**config.mk**
```make
export PLATFORM = sky130hd
export DESIGN_NAME = rcps_top
export DESIGN_NICKNAME = d
export VERILOG_FILES = /design/src/inc/rcps_pkg.sv /design/src/verilog/rcps_top.sv
export VERILOG_INCLUDE_DIRS = /design/src /design/src/inc
export SDC_FILE = /design/constraint.sdc
export NUM_CORES = 1
export LEC_CHECK = 0
export BUFFER_PORTS_ARGS = -buffer_cell sky130_fd_sc_hd__buf_4
export CORE_ASPECT_RATIO = 0.6
export CORE_MARGIN = 2
export CORE_UTILIZATION = 55
export CTS_BUF_LIST = sky130_fd_sc_hd__clkbuf_4 sky130_fd_sc_hd__clkbuf_8
export DETAILED_ROUTE_END_ITERATION = 10
export PLACE_DENSITY = 0.8
export SLEW_MARGIN = 10
export SYNTH_ARGS = -nofsm -noshare
export SYNTH_HDL_FRONTEND = slang
export SYNTH_SLANG_ARGS = --single-unit
```
**constraint.sdc**
```tcl
create_clock -name CLK -period 2 [get_ports CLK]
set_input_delay 0.2 -clock CLK [delete_from_list [all_inputs] [get_ports CLK]]
set_output_delay 0.2 -clock CLK [all_outputs]
set_load 0.005 [all_outputs]
```
**src/inc/rcps_defs.svh**
```systemverilog
// Constants for the receiver clock-output and control-port select block
`ifndef RCPS_DEFS_SVH
`define RCPS_DEFS_SVH
`define RCPS_SYNC_W       11
`define RCPS_STRAP_WAIT   2'h3
`define RCPS_FS_CNT_W     8
`define RCPS_BCLK_BIT     1
`define RCPS_WCLK_BIT     7
`define RCPS_RATIO_WIN    6'h3F
`define RCPS_RATIO_MAX    8'hFF
`define RCPS_SLOT_PAD     8'h00
`define RCPS_BYTE_LAST    3'h7
`define RCPS_BYTE_RST     8'hFF
`endif

```
**src/inc/rcps_pkg.sv**
```systemverilog
// Types shared by the receiver clock-output and control-port select block
package rcps_pkg;
    // Configuration bits driven by the register logic of the device
    typedef struct packed {
        logic fallback_en;      // System clock mode enable
        logic clk_div_sel;      // Recovered clock 128x select
        logic rx_disable;       // Receiver disable, tri-states clock out
        logic word_clk_master;  // Device drives bit and word clocks
    } rcps_cfg_t;

    // One stereo sample pair, 24 bits per channel
    typedef struct packed {
        logic [23:0] left;
        logic [23:0] right;
    } rcps_sample_t;

    // Byte received on the control port
    typedef struct packed {
        logic       valid;
        logic [7:0] data;
    } rcps_ctl_byte_t;
endpackage : rcps_pkg

```
**src/verilog/rcps_top.sv**
```systemverilog
// Receiver clock outputs, serial audio framing and control-port mode select
`include "rcps_defs.svh"

module rcps_top (
    input  wire logic                    CLK,
    input  wire logic                    RESET,
    input  wire rcps_pkg::rcps_cfg_t     CFG,
    input  wire logic                    PLL_CLK,
    input  wire logic                    PLL_LOCKED,
    input  wire logic                    EXT_SYSTEM_CLK_IN,
    output logic                         RECOVERED_MASTER_CLK_OUT,
    output logic                         RECOVERED_MASTER_CLK_OE_N,
    output logic [7:0]                   RATIO,
    output logic                         RATIO_VALID,
    input  wire logic                    AUDIO_BIT_CLK_IN,
    output logic                         AUDIO_BIT_CLK_OUT,
    output logic                         AUDIO_BIT_CLK_OE_N,
    input  wire logic                    AUDIO_WORD_CLK_IN,
    output logic                         AUDIO_WORD_CLK_OUT,
    output logic                         AUDIO_WORD_CLK_OE_N,
    input  wire rcps_pkg::rcps_sample_t  AUDIO_SAMPLE,
    input  wire logic                    AUDIO_SERIAL_OUT_IN,
    output logic                         AUDIO_SERIAL_OUT,
    output logic                         AUDIO_SERIAL_OUT_OE_N,
    output logic                         SOFTWARE_MODE,
    output logic                         SPI_MODE,
    output logic [2:0]                   I2C_ADDR,
    input  wire logic                    ADDR_PIN_ZERO,
    input  wire logic                    ADDR_PIN_ONE,
    input  wire logic                    ADDR_PIN_TWO_IN,
    input  wire logic                    CTL_SHIFT_CLK,
    input  wire logic                    CTL_DATA_IN,
    output logic                         CTL_SERIAL_OUT,
    output logic                         CTL_SERIAL_OUT_OE_N,
    input  wire logic [7:0]              CTL_TX_BYTE,
    output rcps_pkg::rcps_ctl_byte_t     CTL_RX,
    input  wire logic                    GENERAL_OUTPUT_TWO_LEVEL,
    output logic                         GENERAL_OUTPUT_TWO,
    output logic                         GENERAL_OUTPUT_TWO_OE_N,
    output logic                         LOW_POWER
);
    import rcps_pkg::*;

    // Pin synchronisers; stage one feeds stage two only
    logic [`RCPS_SYNC_W-1:0] sync1;
    logic [`RCPS_SYNC_W-1:0] sync2;
    logic [`RCPS_SYNC_W-1:0] prev;
    wire  [`RCPS_SYNC_W-1:0] pins = {ADDR_PIN_TWO_IN, CTL_DATA_IN, CTL_SHIFT_CLK, ADDR_PIN_ONE, ADDR_PIN_ZERO,
                                     AUDIO_SERIAL_OUT_IN, AUDIO_WORD_CLK_IN, AUDIO_BIT_CLK_IN,
                                     PLL_LOCKED, EXT_SYSTEM_CLK_IN, PLL_CLK};
    always_ff @(posedge CLK) begin
        if (RESET) begin
            sync1 <= '0;
            sync2 <= '0;
            prev  <= '0;
        end else begin
            sync1 <= pins;
            sync2 <= sync1;
            prev  <= sync2;
        end
    end

    // Named views of the synchronised pins and their edges
    wire pll_rise  = sync2[0] & ~prev[0];
    wire ext_rise  = sync2[1] & ~prev[1];
    wire locked    = sync2[2];
    wire bclk_fall = ~sync2[3] & prev[3];
    wire wclk_edge = sync2[4] ^ prev[4];
    wire strap_pin = sync2[5];
    wire ad0       = sync2[6];
    wire ad0_fall  = ~sync2[6] & prev[6];
    wire ad1       = sync2[7];
    wire ctl_shift_clk_rise = sync2[8] & ~prev[8];
    wire ctl_shift_clk_fall = ~sync2[8] & prev[8];
    wire sda_in    = sync2[9];
    wire ad2       = sync2[10];

    // Clock source select; relock hands the output straight back to the PLL
    wire use_ext  = CFG.fallback_en & ~locked;
    wire src_rise = use_ext ? ext_rise : pll_rise;
    wire src_lvl  = use_ext ? sync2[1] : sync2[0];

    // Base counter in 256x units; clock pins are sampled, so inputs must stay below 25 MHz
    logic [`RCPS_FS_CNT_W-1:0] fs_cnt;
    logic                      half_clk;
    logic                      word_gen;
    always_ff @(posedge CLK) begin
        if (RESET) begin
            fs_cnt   <= '0;
            half_clk <= 1'b0;
        end else if (src_rise) begin
            fs_cnt   <= fs_cnt + 1'b1;
            half_clk <= ~half_clk;
        end
    end
    assign word_gen = fs_cnt[`RCPS_WCLK_BIT];

    // Recovered clock output and its tri-state
    wire next_recovered_master_clk_out = CFG.clk_div_sel ? half_clk : src_lvl;
    logic recovered_master_clk_out_prev;
    always_ff @(posedge CLK) begin
        if (RESET) begin
            RECOVERED_MASTER_CLK_OUT  <= 1'b0;
            RECOVERED_MASTER_CLK_OE_N <= 1'b1;
            recovered_master_clk_out_prev                 <= 1'b0;
        end else begin
            RECOVERED_MASTER_CLK_OUT  <= next_recovered_master_clk_out;
            RECOVERED_MASTER_CLK_OE_N <= CFG.rx_disable;
            recovered_master_clk_out_prev                 <= RECOVERED_MASTER_CLK_OUT;
        end
    end
    wire recovered_master_clk_out_rise = RECOVERED_MASTER_CLK_OUT & ~recovered_master_clk_out_prev;

    // Ratio: system clock edges counted over 64 recovered clock edges, 2.6 fixed point
    logic [5:0] win_cnt;
    logic [7:0] ext_cnt;
    wire        win_end   = recovered_master_clk_out_rise && (win_cnt == `RCPS_RATIO_WIN);
    wire        ext_sat   = (ext_cnt == `RCPS_RATIO_MAX);
    wire [7:0]  next_ext  = ext_cnt + {7'h00, ext_rise & ~ext_sat};
    always_ff @(posedge CLK) begin
        if (RESET) begin
            win_cnt     <= '0;
            ext_cnt     <= '0;
            RATIO       <= '0;
            RATIO_VALID <= 1'b0;
        end else begin
            win_cnt <= win_cnt + {5'h00, recovered_master_clk_out_rise};
            ext_cnt <= win_end ? 8'h00 : next_ext;
            if (win_end) begin
                RATIO       <= next_ext;
                RATIO_VALID <= 1'b1;
            end
        end
    end

    // Audio framing: master uses the base counter, slave follows the pins
    wire gen_bfall  = src_rise && (fs_cnt[`RCPS_BCLK_BIT:0] == 2'h3);
    wire gen_wedge  = src_rise && (fs_cnt[`RCPS_WCLK_BIT-1:0] == 7'h7F);
    wire shift_stb  = CFG.word_clk_master ? gen_bfall : bclk_fall;
    wire frame_stb  = CFG.word_clk_master ? gen_wedge : wclk_edge;
    wire next_wlvl  = CFG.word_clk_master ? ~word_gen : sync2[4];
    logic [31:0] sdo_shift;
    always_ff @(posedge CLK) begin
        if (RESET) begin
            sdo_shift <= '0;
        end else if (frame_stb) begin
            // Left half while word clock is low after the edge, left justified
            sdo_shift <= {next_wlvl ? AUDIO_SAMPLE.right : AUDIO_SAMPLE.left, `RCPS_SLOT_PAD};
        end else if (shift_stb) begin
            sdo_shift <= {sdo_shift[30:0], 1'b0};
        end
    end

    // Start-up strap: wait for the synchroniser to fill, then latch once
    logic [1:0] strap_cnt;
    logic       strap_done;
    always_ff @(posedge CLK) begin
        if (RESET) begin
            strap_cnt     <= '0;
            strap_done    <= 1'b0;
            SOFTWARE_MODE <= 1'b0;
        end else if (!strap_done) begin
            strap_cnt <= strap_cnt + 1'b1;
            if (strap_cnt == `RCPS_STRAP_WAIT) begin
                strap_done    <= 1'b1;
                SOFTWARE_MODE <= strap_pin;
            end
        end
    end

    // Audio pin drivers; data pin released until the strap is read
    always_ff @(posedge CLK) begin
        if (RESET) begin
            AUDIO_SERIAL_OUT      <= 1'b0;
            AUDIO_SERIAL_OUT_OE_N <= 1'b1;
            AUDIO_BIT_CLK_OUT     <= 1'b0;
            AUDIO_BIT_CLK_OE_N    <= 1'b1;
            AUDIO_WORD_CLK_OUT    <= 1'b0;
            AUDIO_WORD_CLK_OE_N   <= 1'b1;
        end else begin
            AUDIO_SERIAL_OUT      <= sdo_shift[31];
            AUDIO_SERIAL_OUT_OE_N <= ~strap_done;
            AUDIO_BIT_CLK_OUT     <= fs_cnt[`RCPS_BCLK_BIT];
            AUDIO_BIT_CLK_OE_N    <= ~CFG.word_clk_master;
            AUDIO_WORD_CLK_OUT    <= word_gen;
            AUDIO_WORD_CLK_OE_N   <= ~CFG.word_clk_master;
        end
    end

    // Port mode: sticky SPI after a chip-select fall, address latched in I2C
    always_ff @(posedge CLK) begin
        if (RESET) begin
            SPI_MODE <= 1'b0;
            I2C_ADDR <= '0;
        end else begin
            if (strap_done && ad0_fall) begin
                SPI_MODE <= 1'b1;
            end
            if (!SPI_MODE) begin
                I2C_ADDR <= {ad2, ad1, ad0};
            end
        end
    end

    // Control shifter; I2C start/stop and address match live upstream
    // A chip-select fall deselects for one cycle, so no count or byte left from I2C leaks into the frame
    wire       ctl_sel   = SOFTWARE_MODE & (~SPI_MODE | ~ad0) & ~ad0_fall;
    wire       ctl_din   = SPI_MODE ? ad1 : sda_in;
    logic [2:0] bit_cnt;
    logic [7:0] rx_shift;
    logic [7:0] tx_shift;
    wire       byte_done = ctl_sel && ctl_shift_clk_rise && (bit_cnt == `RCPS_BYTE_LAST);
    always_ff @(posedge CLK) begin
        if (RESET) begin
            bit_cnt  <= '0;
            rx_shift <= '0;
            tx_shift <= `RCPS_BYTE_RST;
            CTL_RX   <= '0;
        end else begin
            CTL_RX.valid <= byte_done;
            if (!ctl_sel) begin
                bit_cnt  <= '0;
                tx_shift <= CTL_TX_BYTE;
            end else if (ctl_shift_clk_rise) begin
                bit_cnt  <= bit_cnt + 1'b1;
                rx_shift <= {rx_shift[6:0], ctl_din};
                if (byte_done) begin
                    CTL_RX.data <= {rx_shift[6:0], ctl_din};
                    tx_shift    <= CTL_TX_BYTE;
                end
            end else if (ctl_shift_clk_fall && bit_cnt != 3'h0) begin
                tx_shift <= {tx_shift[6:0], 1'b1};
            end
        end
    end

    // Output data pin: push-pull in SPI, pull-low only in I2C
    wire next_cout   = SPI_MODE ? tx_shift[7] : 1'b0;
    wire next_coe_n  = SPI_MODE ? ~ctl_sel : ~(ctl_sel & ~tx_shift[7]);
    always_ff @(posedge CLK) begin
        if (RESET) begin
            CTL_SERIAL_OUT          <= 1'b0;
            CTL_SERIAL_OUT_OE_N     <= 1'b1;
            GENERAL_OUTPUT_TWO      <= 1'b0;
            GENERAL_OUTPUT_TWO_OE_N <= 1'b1;
            LOW_POWER               <= 1'b1;
        end else begin
            CTL_SERIAL_OUT          <= next_cout;
            CTL_SERIAL_OUT_OE_N     <= next_coe_n;
            GENERAL_OUTPUT_TWO      <= GENERAL_OUTPUT_TWO_LEVEL;
            GENERAL_OUTPUT_TWO_OE_N <= ~SPI_MODE;             // Strap pin left to the board in I2C
            LOW_POWER               <= 1'b0;
        end
    end
endmodule : rcps_top
```
== After elaboration in Yosys (flattened, before gate mapping) ==
Index checks and enable logic that the tools add are counted.
Operators by class
  $add $sub $neg: 5
  multipliers: 0
  div/mod/pow operators: 0
  magnitude comparators: 0
  equality and inequality tests: 8
  shift operators: 0
  muxes and demuxes: 18
  bitwise gates (word level): 32
  reductions and logical operators: 16
Operators with widths (number)
  two-way mux 32 bit: 2
  two-way mux 8 bit: 4
  two-way mux 24 bit: 1
  NOT 1 bit: 18
  AND 1 bit: 12
  two-way mux 1 bit: 11
  adder 8 x 1 -> 8 bit: 1
  adder 8 x 1 -> 8 bit, second input constant: 1
  equality test 8 bit, second input constant: 1
  equality test 7 bit, second input constant: 1
  logical AND 1 bit: 7
  adder 6 x 1 -> 6 bit: 1
  equality test 6 bit, second input constant: 1
  inequality test 3 x 2 -> 1 bit, second input constant: 2
  AND reduction 2 bit: 3
  OR reduction 2 bit: 3
  equality test 2 bit, second input constant: 2
  adder 3 x 1 -> 3 bit, second input constant: 1
  equality test 3 bit, second input constant: 1
  AND reduction 3 bit: 1
  nonzero test 3 bit: 1
  adder 2 x 1 -> 2 bit, second input constant: 1
  nonzero test 2 bit: 1
  bitwise OR 1 bit: 1
  XOR 1 bit: 1
Storage, ports and cells
  bits in registers: 135
  bits in latches: 0
  RAM bits: 0
  memory bits (read-only): 0
  output and inout port bits: 36
  memories kept: 0

== Logic depth before layout (Yosys ltp) ==
Gate-level depths: netlist (run 1).
  depth in word-level cells: 9
  gate-level depth with buffers: 9
  gate-level depth less buffers: 9

== Least setup slack after synthesis (run 1) ==
Ideal clock, no wire load.
  kind: register -> register
  start point: register fs_cnt[0]
  end point: register sdo_shift[16]
  library setup time: 0.086 ns
  arrival time: 1.565 ns
  data required time: 1.914 ns
  path slack: 0.349 ns
  stages on the path, launching flop included: 7
  path buffers: 2
  path through: dfxtp_1 ha_1 and2_2 a31o_2 buf_6 buf_6 a221oi_2
Between the ends
  cells in the longest elaborated chain, start to end: 4
  elaborated cells between the ends (all ways): 8
  those cells by class: 2 x eq/ne; 3 x mux; 3 x reduce/logical
Ends and longest elaborated chain
  start: declaration: RTL line rcps_top.sv:84  | logic [`RCPS_FS_CNT_W-1:0] fs_cnt;
  start signal: assignment: RTL line rcps_top.sv:92  | fs_cnt <= fs_cnt + 1'b1;
  equality test 7 bit / equality test 2 bit (equally long branches): RTL line rcps_top.sv:138, rcps_top.sv:137
  logical AND 1 bit (on tied branches): RTL line rcps_top.sv:138, rcps_top.sv:137
  two-way mux 1 bit (on tied branches): RTL line rcps_top.sv:140, rcps_top.sv:139
  two-way mux 32 bit / nonzero test 2 bit (equally long branches)
  end signal: assignment: RTL line rcps_top.sv:148  | sdo_shift <= {next_wlvl ? AUDIO_SAMPLE.right : AUDIO_SAMPLE.left, `RCPS_SLOT_PAD};
  end signal: assignment: RTL line rcps_top.sv:150  | sdo_shift <= {sdo_shift[30:0], 1'b0};
  end: declaration: RTL line rcps_top.sv:142  | logic [31:0] sdo_shift;
Several ways; a longest one is shown, not always the timed one.
A chain may end at the register's enable or synchronous reset.

== Final worst setup path (run 1) ==
  start point: register ext_cnt[3]
  end point: register RATIO[6]
Between the ends
  cells in the longest elaborated chain, start to end: 4
Ends and longest elaborated chain
  start: declaration: RTL line rcps_top.sv:116  | logic [7:0] ext_cnt;
  start signal: assignment: RTL line rcps_top.sv:128  | ext_cnt <= win_end ? 8'h00 : next_ext;
  equality test 8 bit (no source line)
  NOT 1 bit: RTL line rcps_top.sv:119  | wire [7:0] next_ext = ext_cnt + {7'h00, ext_rise & ~ext_sat};
  AND 1 bit: RTL line rcps_top.sv:119
  adder 8 x 1 -> 8 bit (*): RTL line rcps_top.sv:119
  end signal: assignment: RTL line rcps_top.sv:130  | RATIO <= next_ext;
  end: declaration: RTL line rcps_top.sv:13  | output logic [7:0] RATIO,
Mark *: on every way between the ends. The rest lies on a longest branch, timed or not.

==> flow_summary.json, run 1 <==
{
  "status": "completed",
  "powerDensity_mw_per_mm2": 837,
  "grt_pass1_wl_microns": 18800,
  "dp_hpwl_microns": 8190,
  "hp-class": "in2reg",
  "skew_ps": 7.52,
  "drive_gt1_share_pct": 27.6,
  "ys_seq_area_share_pct": 49.6,
  "critPathLaunchType": "flop",
  "rows": 27,
  "hold_viol_final": 0,
  "critical_path_arrival_ps": 2190,
  "first_pass_iters": 5,
  "cts-root-buf": "clkbuf_8",
  "netlist-cell-type-count": 57,
  "vdd_drop_max_v": 0.000501,
  "clk_pin_slew_ps": 70,
  "synth_ff_type": "dfxtp_1",
  "grt_max_degree": 46,
  "setup_viol": 0,
  "slew_headroom_pct": 61.3,
  "die_w_microns": 131,
  "fin_tns_setup_ps": 0,
  "ys_ff_latch": 132,
  "die_height_microns": 80.2,
  "whs_path_depth": 3,
  "clock_latency_ps": 430,
  "cts_tree": "built",
  "r2r-end": "RATIO[6]",
  "min_period_over_period_pct": 93.8,
  "grt_pass1_vias": 3977,
  "drv_slew": 0,
  "fmax_mhz": 533,
  "tightest_slew_ps": 568,
  "place_ws_ps": 161,
  "ioPinCount": 110,
  "fp.dieArea_sq_mm": 0.0105,
  "fin_ws_ps": 125,
  "synth_area_per_cell_sq_um": 10.1,
  "grt_usage_pct": 23.4,
  "placed_cell_area_sq_mm": 0.00626,
  "numPortBuffers": 109,
  "whs_endpoint": "RECOVERED_MASTER_CLK_OUT",
  "slowest_delay_ps": 380,
  "rsz0062_at_grt": "no",
  "cp.required_ps": 2310,
  "grt_antenna_before_repair": 0,
  "post-cts-setup-buffers": 0,
  "syn_nets": 609,
  "cts-resized-gates": 0,
  "p_total_uw": 5730,
  "area_growth_pct": 28.4,
  "path_cells": "and3_1 > nand2_1 > nor2_1 > nor2_1 > ha_1 > ha_1 > nand3_1 > xor2_1 > a211oi_1",
  "r2r-start": "ext_cnt[3]",
  "via_count": 4158,
  "synth-edff-count": 0,
  "async_reset_ff_share_pct": 0,
  "nNetsFinal": 735,
  "fill_cells": 675,
  "drv_cap": 0,
  "fin_crit_ps": 1880,
  "critPathSlowestCell": "dfxtp_1",
  "critPathKind": "reg2reg",
  "dp.cells": 749,
  "viasPerCell": 5.24,
  "hp-start": "CFG[2]",
  "cp_max_fo": 4,
  "diodes": 0,
  "grt.overflow.total": 0,
  "h-tree-depth": 4,
  "initial_core_util_pct": 57.4,
  "final_area_sq_mm": 0.00684,
  "gp_congestion": 0.859,
  "final_cells": 794,
  "cts_sinks": 132,
  "endpoint_kind": "flop",
  "totalWireLength_microns": 11700,
  "drcViolationCount": 0,
  "cellLeakagePower_uw": 0.00295,
  "clk_path_buf_depth": 2,
  "cts_buffers": 17,
  "netlist_area_sq_mm": 0.00533,
  "wl_per_cell_microns": 14.7,
  "drt-initial-drc-count": 222,
  "drtAntennaViolNets": 0,
  "ys_warn_count": 0,
  "syn_inst": 526,
  "ff2ff_path_depth": 9,
  "core_sq_mm": 0.00929,
  "r2r_slack_ps": 120
}
==> final cells by class <==
| cell class | count | area [sq um] | area share (%) |
|---|---|---|---|
| multi-input combinational | 350 | 2460 | 36.0 |
| sequential | 132 | 2640 | 38.6 |
| timing repair buffer | 137 | 1080 | 15.7 |
| tap | 130 | 163 | 2.38 |
| inverter | 14 | 52.6 | 0.768 |
| clock buffer | 22 | 297 | 4.33 |
| clock inverter | 9 | 150 | 2.19 |
==> per-stage QoR <==
stage	util, %	hold WS (ps)
3_3_place_gp	67.4	385
6_report	73.7	17.1
4_1_cts	73.7	2.74
5_1_grt	73.7	18.6
2_1_floorplan	-	228
3_5_place_dp	67.4	388
==> cells in the final DEF (no fill, tap or decap), types with 7 or more instances in the layout <==
| cell type | Yosys | routed |
|---|---|---|
| clkbuf_8 | 0 | 21 |
| a221oi_2 | 9 | 9 |
| a2bb2oi_1 | 7 | 7 |
| nor2b_1 | 39 | 39 |
| dfxtp_1 | 132 | 132 |
| nand2_1 | 37 | 37 |
| dlygate4sd3_1 | 0 | 14 |
| nor2_1 | 63 | 63 |
| a21o_1 | 7 | 7 |
| xor2_1 | 12 | 12 |
| a21oi_1 | 27 | 27 |
| nand3_1 | 15 | 15 |
| ha_1 | 9 | 9 |
| mux2i_1 | 48 | 48 |
| buf_4 | 3 | 122 |
| inv_1 | 13 | 13 |
| xnor2_1 | 9 | 9 |
==> routing by layer <==
metal	vias up	global-route usage [%]	wire [microns]
met4	0	9.15	210
met1	1968	30.2	5470
met2	92	37.0	5380
met3	28	6.73	612
li1	2070	-	-
met5	-	0	0
==> cells by family after synthesis <==
logic type | Yosys count | share of synthesized area, %
AO/OA/AOI/OAI | 82 | 12.6
XOR/XNOR | 21 | 3.45
adder cells (fa/ha/maj) | 9 | 2.11
buffers and inverters | 44 | 4.34
flip-flops | 132 | 49.6
multiplexers | 54 | 10.6
AND/OR/NAND/NOR | 184 | 17.3
==> how the worst max path moves through the flow <==
stage               start            end  slack, ps  cells after the start
2_1_floorplan   fs_cnt[0]  sdo_shift[16]        350                      6
3_3_place_gp   ext_cnt[3]       RATIO[6]        190                      9
3_5_place_dp   ext_cnt[3]       RATIO[6]        160                      9
4_1_cts        ext_cnt[3]       RATIO[6]        130                      9
5_1_grt          sync2[2]  sdo_shift[13]         20                      6
6_report       ext_cnt[3]       RATIO[6]        120                      9
==> worst max-delay path, delay by kind of cell (launching register included) <==
| kind | cells | cell delay (ps) |
|---|---|---|
| flip-flops | 1 | 380 |
| XOR/XNOR | 1 | 260 |
| AND/OR/NAND/NOR | 5 | 550 |
| adder cells (fa/ha/maj) | 2 | 440 |
| AO/OA/AOI/OAI | 1 | 120 |
==> state kept, by name (all words and copies together), names as in the netlist, 6 cells and up <==
| signal | count |
|---|---|
| sdo_shift | 24 |
| sync1 | 11 |
| sync2 | 11 |
| CTL_RX | 9 |
| RATIO | 8 |
| ext_cnt | 8 |
| fs_cnt | 8 |
| tx_shift | 8 |
| rx_shift | 7 |
| prev | 6 |
| win_cnt | 6 |
==> synth_stat cells, types with 2 or more instances <==
| master | n | area, sq um |
|---|---|---|
| buf_6 | 4 | 45.0 |
| buf_4 | 3 | 22.5 |
| xor2_1 | 12 | 105 |
| buf_2 | 8 | 40.0 |
| o32ai_1 | 6 | 52.6 |
| nand2_1 | 37 | 139 |
| a21oi_1 | 27 | 135 |
| a21o_1 | 7 | 52.6 |
| buf_1 | 5 | 18.8 |
| a211oi_1 | 5 | 37.5 |
| mux2_2 | 3 | 33.8 |
| and3_1 | 3 | 18.8 |
| xnor2_1 | 9 | 78.8 |
| inv_1 | 13 | 48.8 |
| nand3_1 | 15 | 75.1 |
| dfxtp_1 | 132 | 2640 |
| nor2_1 | 63 | 236 |
| a2bb2oi_1 | 7 | 61.3 |
| mux2i_1 | 48 | 480 |
| a221oi_1 | 5 | 43.8 |
| a221oi_2 | 9 | 135 |
| or2_2 | 2 | 12.5 |
| nor2b_1 | 39 | 244 |
| nand2b_1 | 5 | 31.3 |
| nand4_1 | 6 | 37.5 |
| ha_1 | 9 | 113 |
| clkbuf_1 | 8 | 30.0 |
| nor3_1 | 3 | 15.0 |
| o21ai_0 | 5 | 25.0 |
==> power breakdown <==
part	switching (uW)	total (uW)	internal (uW)
clock network	993	2490	1490
registers	47.1	2760	2710
logic	215	482	267
==> timing repair <==
action	CTS	global route
endpoints found under the hold margin	14	0
setup endpoints to repair	0	0
hold buffers	14	0
Note: power is estimated with default switching activity, not from simulation.
==> inputs of run 2 (changes only) <==
Settings changed: HOLD_SLACK_MARGIN set to 0.06.
==> run 2 against run 1 <==
Clock skew rose by 1.3 ps. Clock-buffer cell count did not move. Final area rose by 1.3%. Non-clock buffer count rose by 9. Final cell count rose by 1.1%. Critical path depth fell by 3. Critical path type is now in2reg. Critical endpoint is now sdo_shift[19]. Largest power group unchanged.
==> flow_summary.json, run 2 (synthesized netlist as in run 1, its figures left out) <==
{
  "slew_headroom_pct": 61.0,
  "largest_register_ffs": 24,
  "setup_viol": 0,
  "skew_ps": 8.83,
  "diodes": 0,
  "p_int_uw": 4490,
  "post-cts-setup-buffers": 0,
  "initial_core_util_pct": 57.4,
  "critPathKind": "in2reg",
  "endpoint_kind": "flop",
  "rows": 27,
  "cts_tree": "built",
  "placed_cell_area_sq_mm": 0.00626,
  "grt_pass1_wl_microns": 19100,
  "hold_buffers": 23,
  "fin_tns_setup_ps": 0,
  "critPathLaunchType": "primary input",
  "via_count": 4223,
  "drtAntennaViolNets": 0,
  "grt_antenna_before_repair": 0,
  "critical_path_arrival_ps": 2200,
  "hold_viol_final": 0,
  "cts_sinks": 132,
  "cts_buffers": 17,
  "drv_cap": 0,
  "fin_crit_ps": 1890,
  "clkPwrFrac_pct": 43.3,
  "clk_path_buf_depth": 2,
  "cellLeakagePower_uw": 0.00299,
  "status": "completed",
  "regMostFlops": "sdo_shift",
  "final_area_sq_mm": 0.00693,
  "grt.overflow.total": 0,
  "drt-initial-drc-count": 215,
  "totalWireLength_microns": 11900,
  "fin_ws_ps": 113,
  "gp_congestion": 0.859,
  "grt_pass1_vias": 4045,
  "rsz0062_at_grt": "no",
  "fmax_mhz": 530,
  "mostFrequentLayoutCells": "132 x dfxtp_1, 122 x buf_4, 63 x nor2_1",
  "first_pass_iters": 5,
  "viasPerCell": 5.26,
  "cp.required_ps": 2310,
  "seqPwrFrac_pct": 48.1,
  "place_ws_ps": 161,
  "hp-class": "in2reg",
  "die_w_microns": 131,
  "ioPinCount": 110,
  "nNetsFinal": 744,
  "combPwrFrac_pct": 8.7,
  "clk_pin_slew_ps": 80,
  "numPortBuffers": 109,
  "drcViolationCount": 0,
  "fp.dieArea_sq_mm": 0.0105,
  "core_sq_mm": 0.00929,
  "tightest_slew_ps": 572,
  "p_sw_uw": 1260,
  "die_height_microns": 80.2,
  "drv_slew": 0,
  "cts-root-buf": "clkbuf_8",
  "area_growth_pct": 30.1,
  "wl_per_cell_microns": 14.8,
  "swShare_pct": 21.9,
  "clock_latency_ps": 420,
  "final_cells": 803,
  "drive_gt1_share_pct": 27.2,
  "dp.cells": 749,
  "largestRegisters": "sdo_shift (24), sync1 (11), sync2 (11)",
  "min_period_over_period_pct": 94.4,
  "cts-resized-gates": 0,
  "layout_commonest_cell": "dfxtp_1",
  "cp_max_fo": 13,
  "vdd_drop_max_v": 0.000503,
  "powerDensity_mw_per_mm2": 828,
  "grt_usage_pct": 23.6,
  "dp_hpwl_microns": 8190,
  "grt_max_degree": 46,
  "h-tree-depth": 4
}
-- run 2: changes by cell type in the layout (fill, tap and decap cells not counted) --
cell,change
dlygate4sd3_1,+9
-- run 2: final timing paths --
| kind | end | startpoint | slack (ps) | cells after the start |
|---|---|---|---|---|
| worst max register to register | RATIO[6] | ext_cnt[3] | 120 | 9 |
| worst max-delay path | sdo_shift[19] | CFG[0] | 110 | 6 |
| worst min register to register | sync2[4] | sync1[4] | 430 | 1 |
| worst min-delay path | tx_shift[5] | CTL_TX_BYTE[5] | 120 | 3 |
-- run 2: final cells by class --
type                       count  area [sq um]
tap                          130           163
clock buffer                  22           297
clock inverter                 9           150
multi-input combinational    350          2460
fill                         669          2360
sequential                   132          2640
inverter                      14          52.6
timing repair buffer         146          1170
-- run 2: power by group through the flow --
stage | Combinational, uW | Clock (uW) | Sequential (uW)
after floorplan | 281 | 0 | 2810
after global placement | 440 | 0 | 2820
after detailed placement | 456 | 0 | 2820
after CTS | 497 | 2520 | 2760
after global routing | 540 | 2630 | 2770
final | 498 | 2480 | 2760
-- run 2: stage by stage --
step	hold slack (ps)	util (%)	power, uW
2_1_floorplan	228	-	3090
4_1_cts	92.2	74.6	5770
3_5_place_dp	388	67.4	3270
3_3_place_gp	385	67.4	3260
6_report	117	74.6	5740
5_1_grt	110	74.6	5940
-- run 2: routing by layer --
layer | global-route usage [%] | routed length (microns)
met2 | 37.7 | 5540
met5 | 0 | 0
met3 | 7.06 | 630
met1 | 30.6 | 5580
met4 | 8.19 | 159
-- run 2: critical path, cell delays in order --
cell and delay, ps:
dlygate4sd3_1 530, buf_4 200, mux2i_4 560, buf_4 330, mux2i_1 290, a221oi_2 80
==> inputs of run 3 (changes only) <==
Settings changed: CORE_ASPECT_RATIO 0.6 to 1.75, CTS_BUF_LIST sky130_fd_sc_hd__clkbuf_4 sky130_fd_sc_hd__clkbuf_8 to sky130_fd_sc_hd__clkbuf_2 sky130_fd_sc_hd__clkbuf_4 sky130_fd_sc_hd__clkbuf_8.
==> run 3 against run 2 <==
Sequential share of layout area down 0.20 points. Maximum frequency up 0.25%. Register-to-register slack about the same. Clock skew up 4.5 ps. Via count down 2.8%. Utilization down 1.0 points. Combinational power up 1%. Die area about the same. Critical endpoint is now RATIO[6]. Largest cell class unchanged. Largest power group unchanged.
==> flow_summary.json, run 3 (synthesized netlist as in run 1, its figures left out) <==
{
  "r2r-end": "RATIO[6]",
  "totalWireLength_microns": 10900,
  "critPathKind": "reg2reg",
  "clkPwrFrac_pct": 44.1,
  "mostFrequentLayoutCells": "132 x dfxtp_1, 119 x buf_4, 61 x nor2_1",
  "drt-initial-drc-count": 203,
  "wl_per_cell_microns": 13.7,
  "clk_pin_slew_ps": 70,
  "fin_tns_setup_ps": 0,
  "largestRegisters": "sdo_shift (24), sync1 (11), sync2 (11)",
  "die_w_microns": 78.4,
  "combPwrFrac_pct": 8.6,
  "gp_congestion": 0.818,
  "slew_headroom_pct": 64.3,
  "r2r-start": "ext_cnt[3]",
  "drv_slew": 0,
  "via_count": 4104,
  "area_growth_pct": 30.8,
  "cts_tree": "built",
  "layout_commonest_cell": "dfxtp_1",
  "p_sw_uw": 1280,
  "whs_endpoint": "sdo_shift[15]",
  "r2r_slack_ps": 120,
  "placed_cell_area_sq_mm": 0.00626,
  "diodes": 0,
  "regMostFlops": "sdo_shift",
  "grt_usage_pct": 21.9,
  "multi_input_comb_area_sq_mm": 0.00247,
  "ioPinCount": 110,
  "hp-start": "AUDIO_SAMPLE[7]",
  "final_area_sq_mm": 0.00697,
  "drive_gt1_share_pct": 27.5,
  "whs_path_depth": 3,
  "critPathSlowestCell": "dfxtp_1",
  "tightest_slew_ps": 535,
  "powerDensity_mw_per_mm2": 839,
  "largest_register_ffs": 24,
  "dp_hpwl_microns": 7860,
  "core_sq_mm": 0.00947,
  "rsz0062_at_grt": "no",
  "initial_core_util_pct": 56.3,
  "fin_crit_ps": 1880,
  "skew_ps": 13.4,
  "ff2ff_path_depth": 9,
  "critPathLaunchType": "flop",
  "p_int_uw": 4570,
  "cts_buffers": 17,
  "hp-class": "in2reg",
  "grt_antenna_before_repair": 0,
  "die_height_microns": 134,
  "rows": 47,
  "seqPwrFrac_pct": 47.2,
  "critical_path_arrival_ps": 2200,
  "drtAntennaViolNets": 0,
  "grt.overflow.total": 0,
  "setup_viol": 0,
  "swShare_pct": 21.9,
  "grt_pass1_wl_microns": 18100,
  "dp.cells": 740,
  "vdd_drop_max_v": 0.000636,
  "nNetsFinal": 743,
  "cts-root-buf": "clkbuf_8",
  "seq_area_sq_mm": 0.00264,
  "cp.required_ps": 2310,
  "drv_cap": 0,
  "path_cells": "and3_1 > nand2_1 > nor2_2 > nor2_2 > ha_1 > ha_1 > nand3_1 > xor2_1 > a211oi_1",
  "clock_latency_ps": 430,
  "fill_cells": 683,
  "fmax_mhz": 531,
  "viasPerCell": 5.16,
  "final_cells": 795,
  "cellLeakagePower_uw": 0.00300,
  "status": "completed",
  "grt_max_degree": 34,
  "clk_path_buf_depth": 2,
  "hold_viol_final": 0,
  "cp_max_fo": 4,
  "cts_sinks": 132,
  "grt_pass1_vias": 4017,
  "first_pass_iters": 5,
  "endpoint_kind": "flop",
  "drcViolationCount": 0,
  "numPortBuffers": 109,
  "fp.dieArea_sq_mm": 0.0105,
  "p_total_uw": 5850,
  "fin_util_pct": 73.6,
  "h-tree-depth": 4,
  "min_period_over_period_pct": 94.1,
  "slowest_delay_ps": 390
}
-- run 3: changes by cell type in the layout (fill, tap and decap cells not counted) --
cell,delta
buf_12,+2
clkinv_2,-1
clkinv_4,+2
buf_4,-3
nor2_1,-2
nor2_2,+2
clkbuf_8,-2
bufinv_16,+1
inv_6,+1
-- run 3: worst max path at each step --
stage | from | to | slack, ps | cells past startpoint
floorplan | fs_cnt[0] | sdo_shift[16] | 350 | 6
global placement | ext_cnt[3] | RATIO[6] | 80 | 9
detailed placement | ext_cnt[3] | RATIO[6] | 40 | 9
CTS | ext_cnt[3] | RATIO[6] | 20 | 9
global route | ext_cnt[3] | RATIO[6] | 20 | 9
finish | ext_cnt[3] | RATIO[6] | 120 | 9
-- run 3: per-layer routing --
layer / vias to the layer above / global-route usage (%) / wire, microns
met5: - / 0 / 0
met3: 11 / 6.26 / 471
met2: 99 / 39.7 / 5970
li1: 2086 / - / -
met4: 0 / 7.99 / 150
met1: 1908 / 23.9 / 4310
-- run 3: stage by stage --
step	hold WS, ps	setup WS [ps]
global route	111	19.0
global placement	386	82.6
CTS	109	16.1
finish	133	117
floorplan	228	349
detailed placement	391	39.5
-- run 3: critical path, delay by kind of cell, from the launching register on --
kind	cells	cell delay [ps]
AND/OR/NAND/NOR	5	640
adder cells (fa/ha/maj)	2	420
flip-flops	1	390
XOR/XNOR	1	200
AO/OA/AOI/OAI	1	100
-- run 3: cell type report --
type,instances,share of cell area (%)
Multi-Input combinational cell,350,35.4
Clock inverter,12,2.89
Timing Repair Buffer,145,17.0
Inverter,14,0.754
Clock buffer,20,3.86
Sequential cell,132,37.9
Tap cell,122,2.19
-- run 3: power groups by stage --
stage | clock network [uW] | logic, uW | registers, uW
finish | 2580 | 505 | 2760
global route | 2740 | 554 | 2770
CTS | 2620 | 509 | 2760
detailed placement | 0 | 465 | 2820
global placement | 0 | 450 | 2810
floorplan | 0 | 281 | 2810
-- run 3: what timing repair did --
action / CTS / global route
buffers inserted: 0 / 0
hold endpoints to repair: 23 / 0
hold buffers: 23 / 0
setup endpoints to repair: 0 / 5
gates resized for setup: 0 / 2
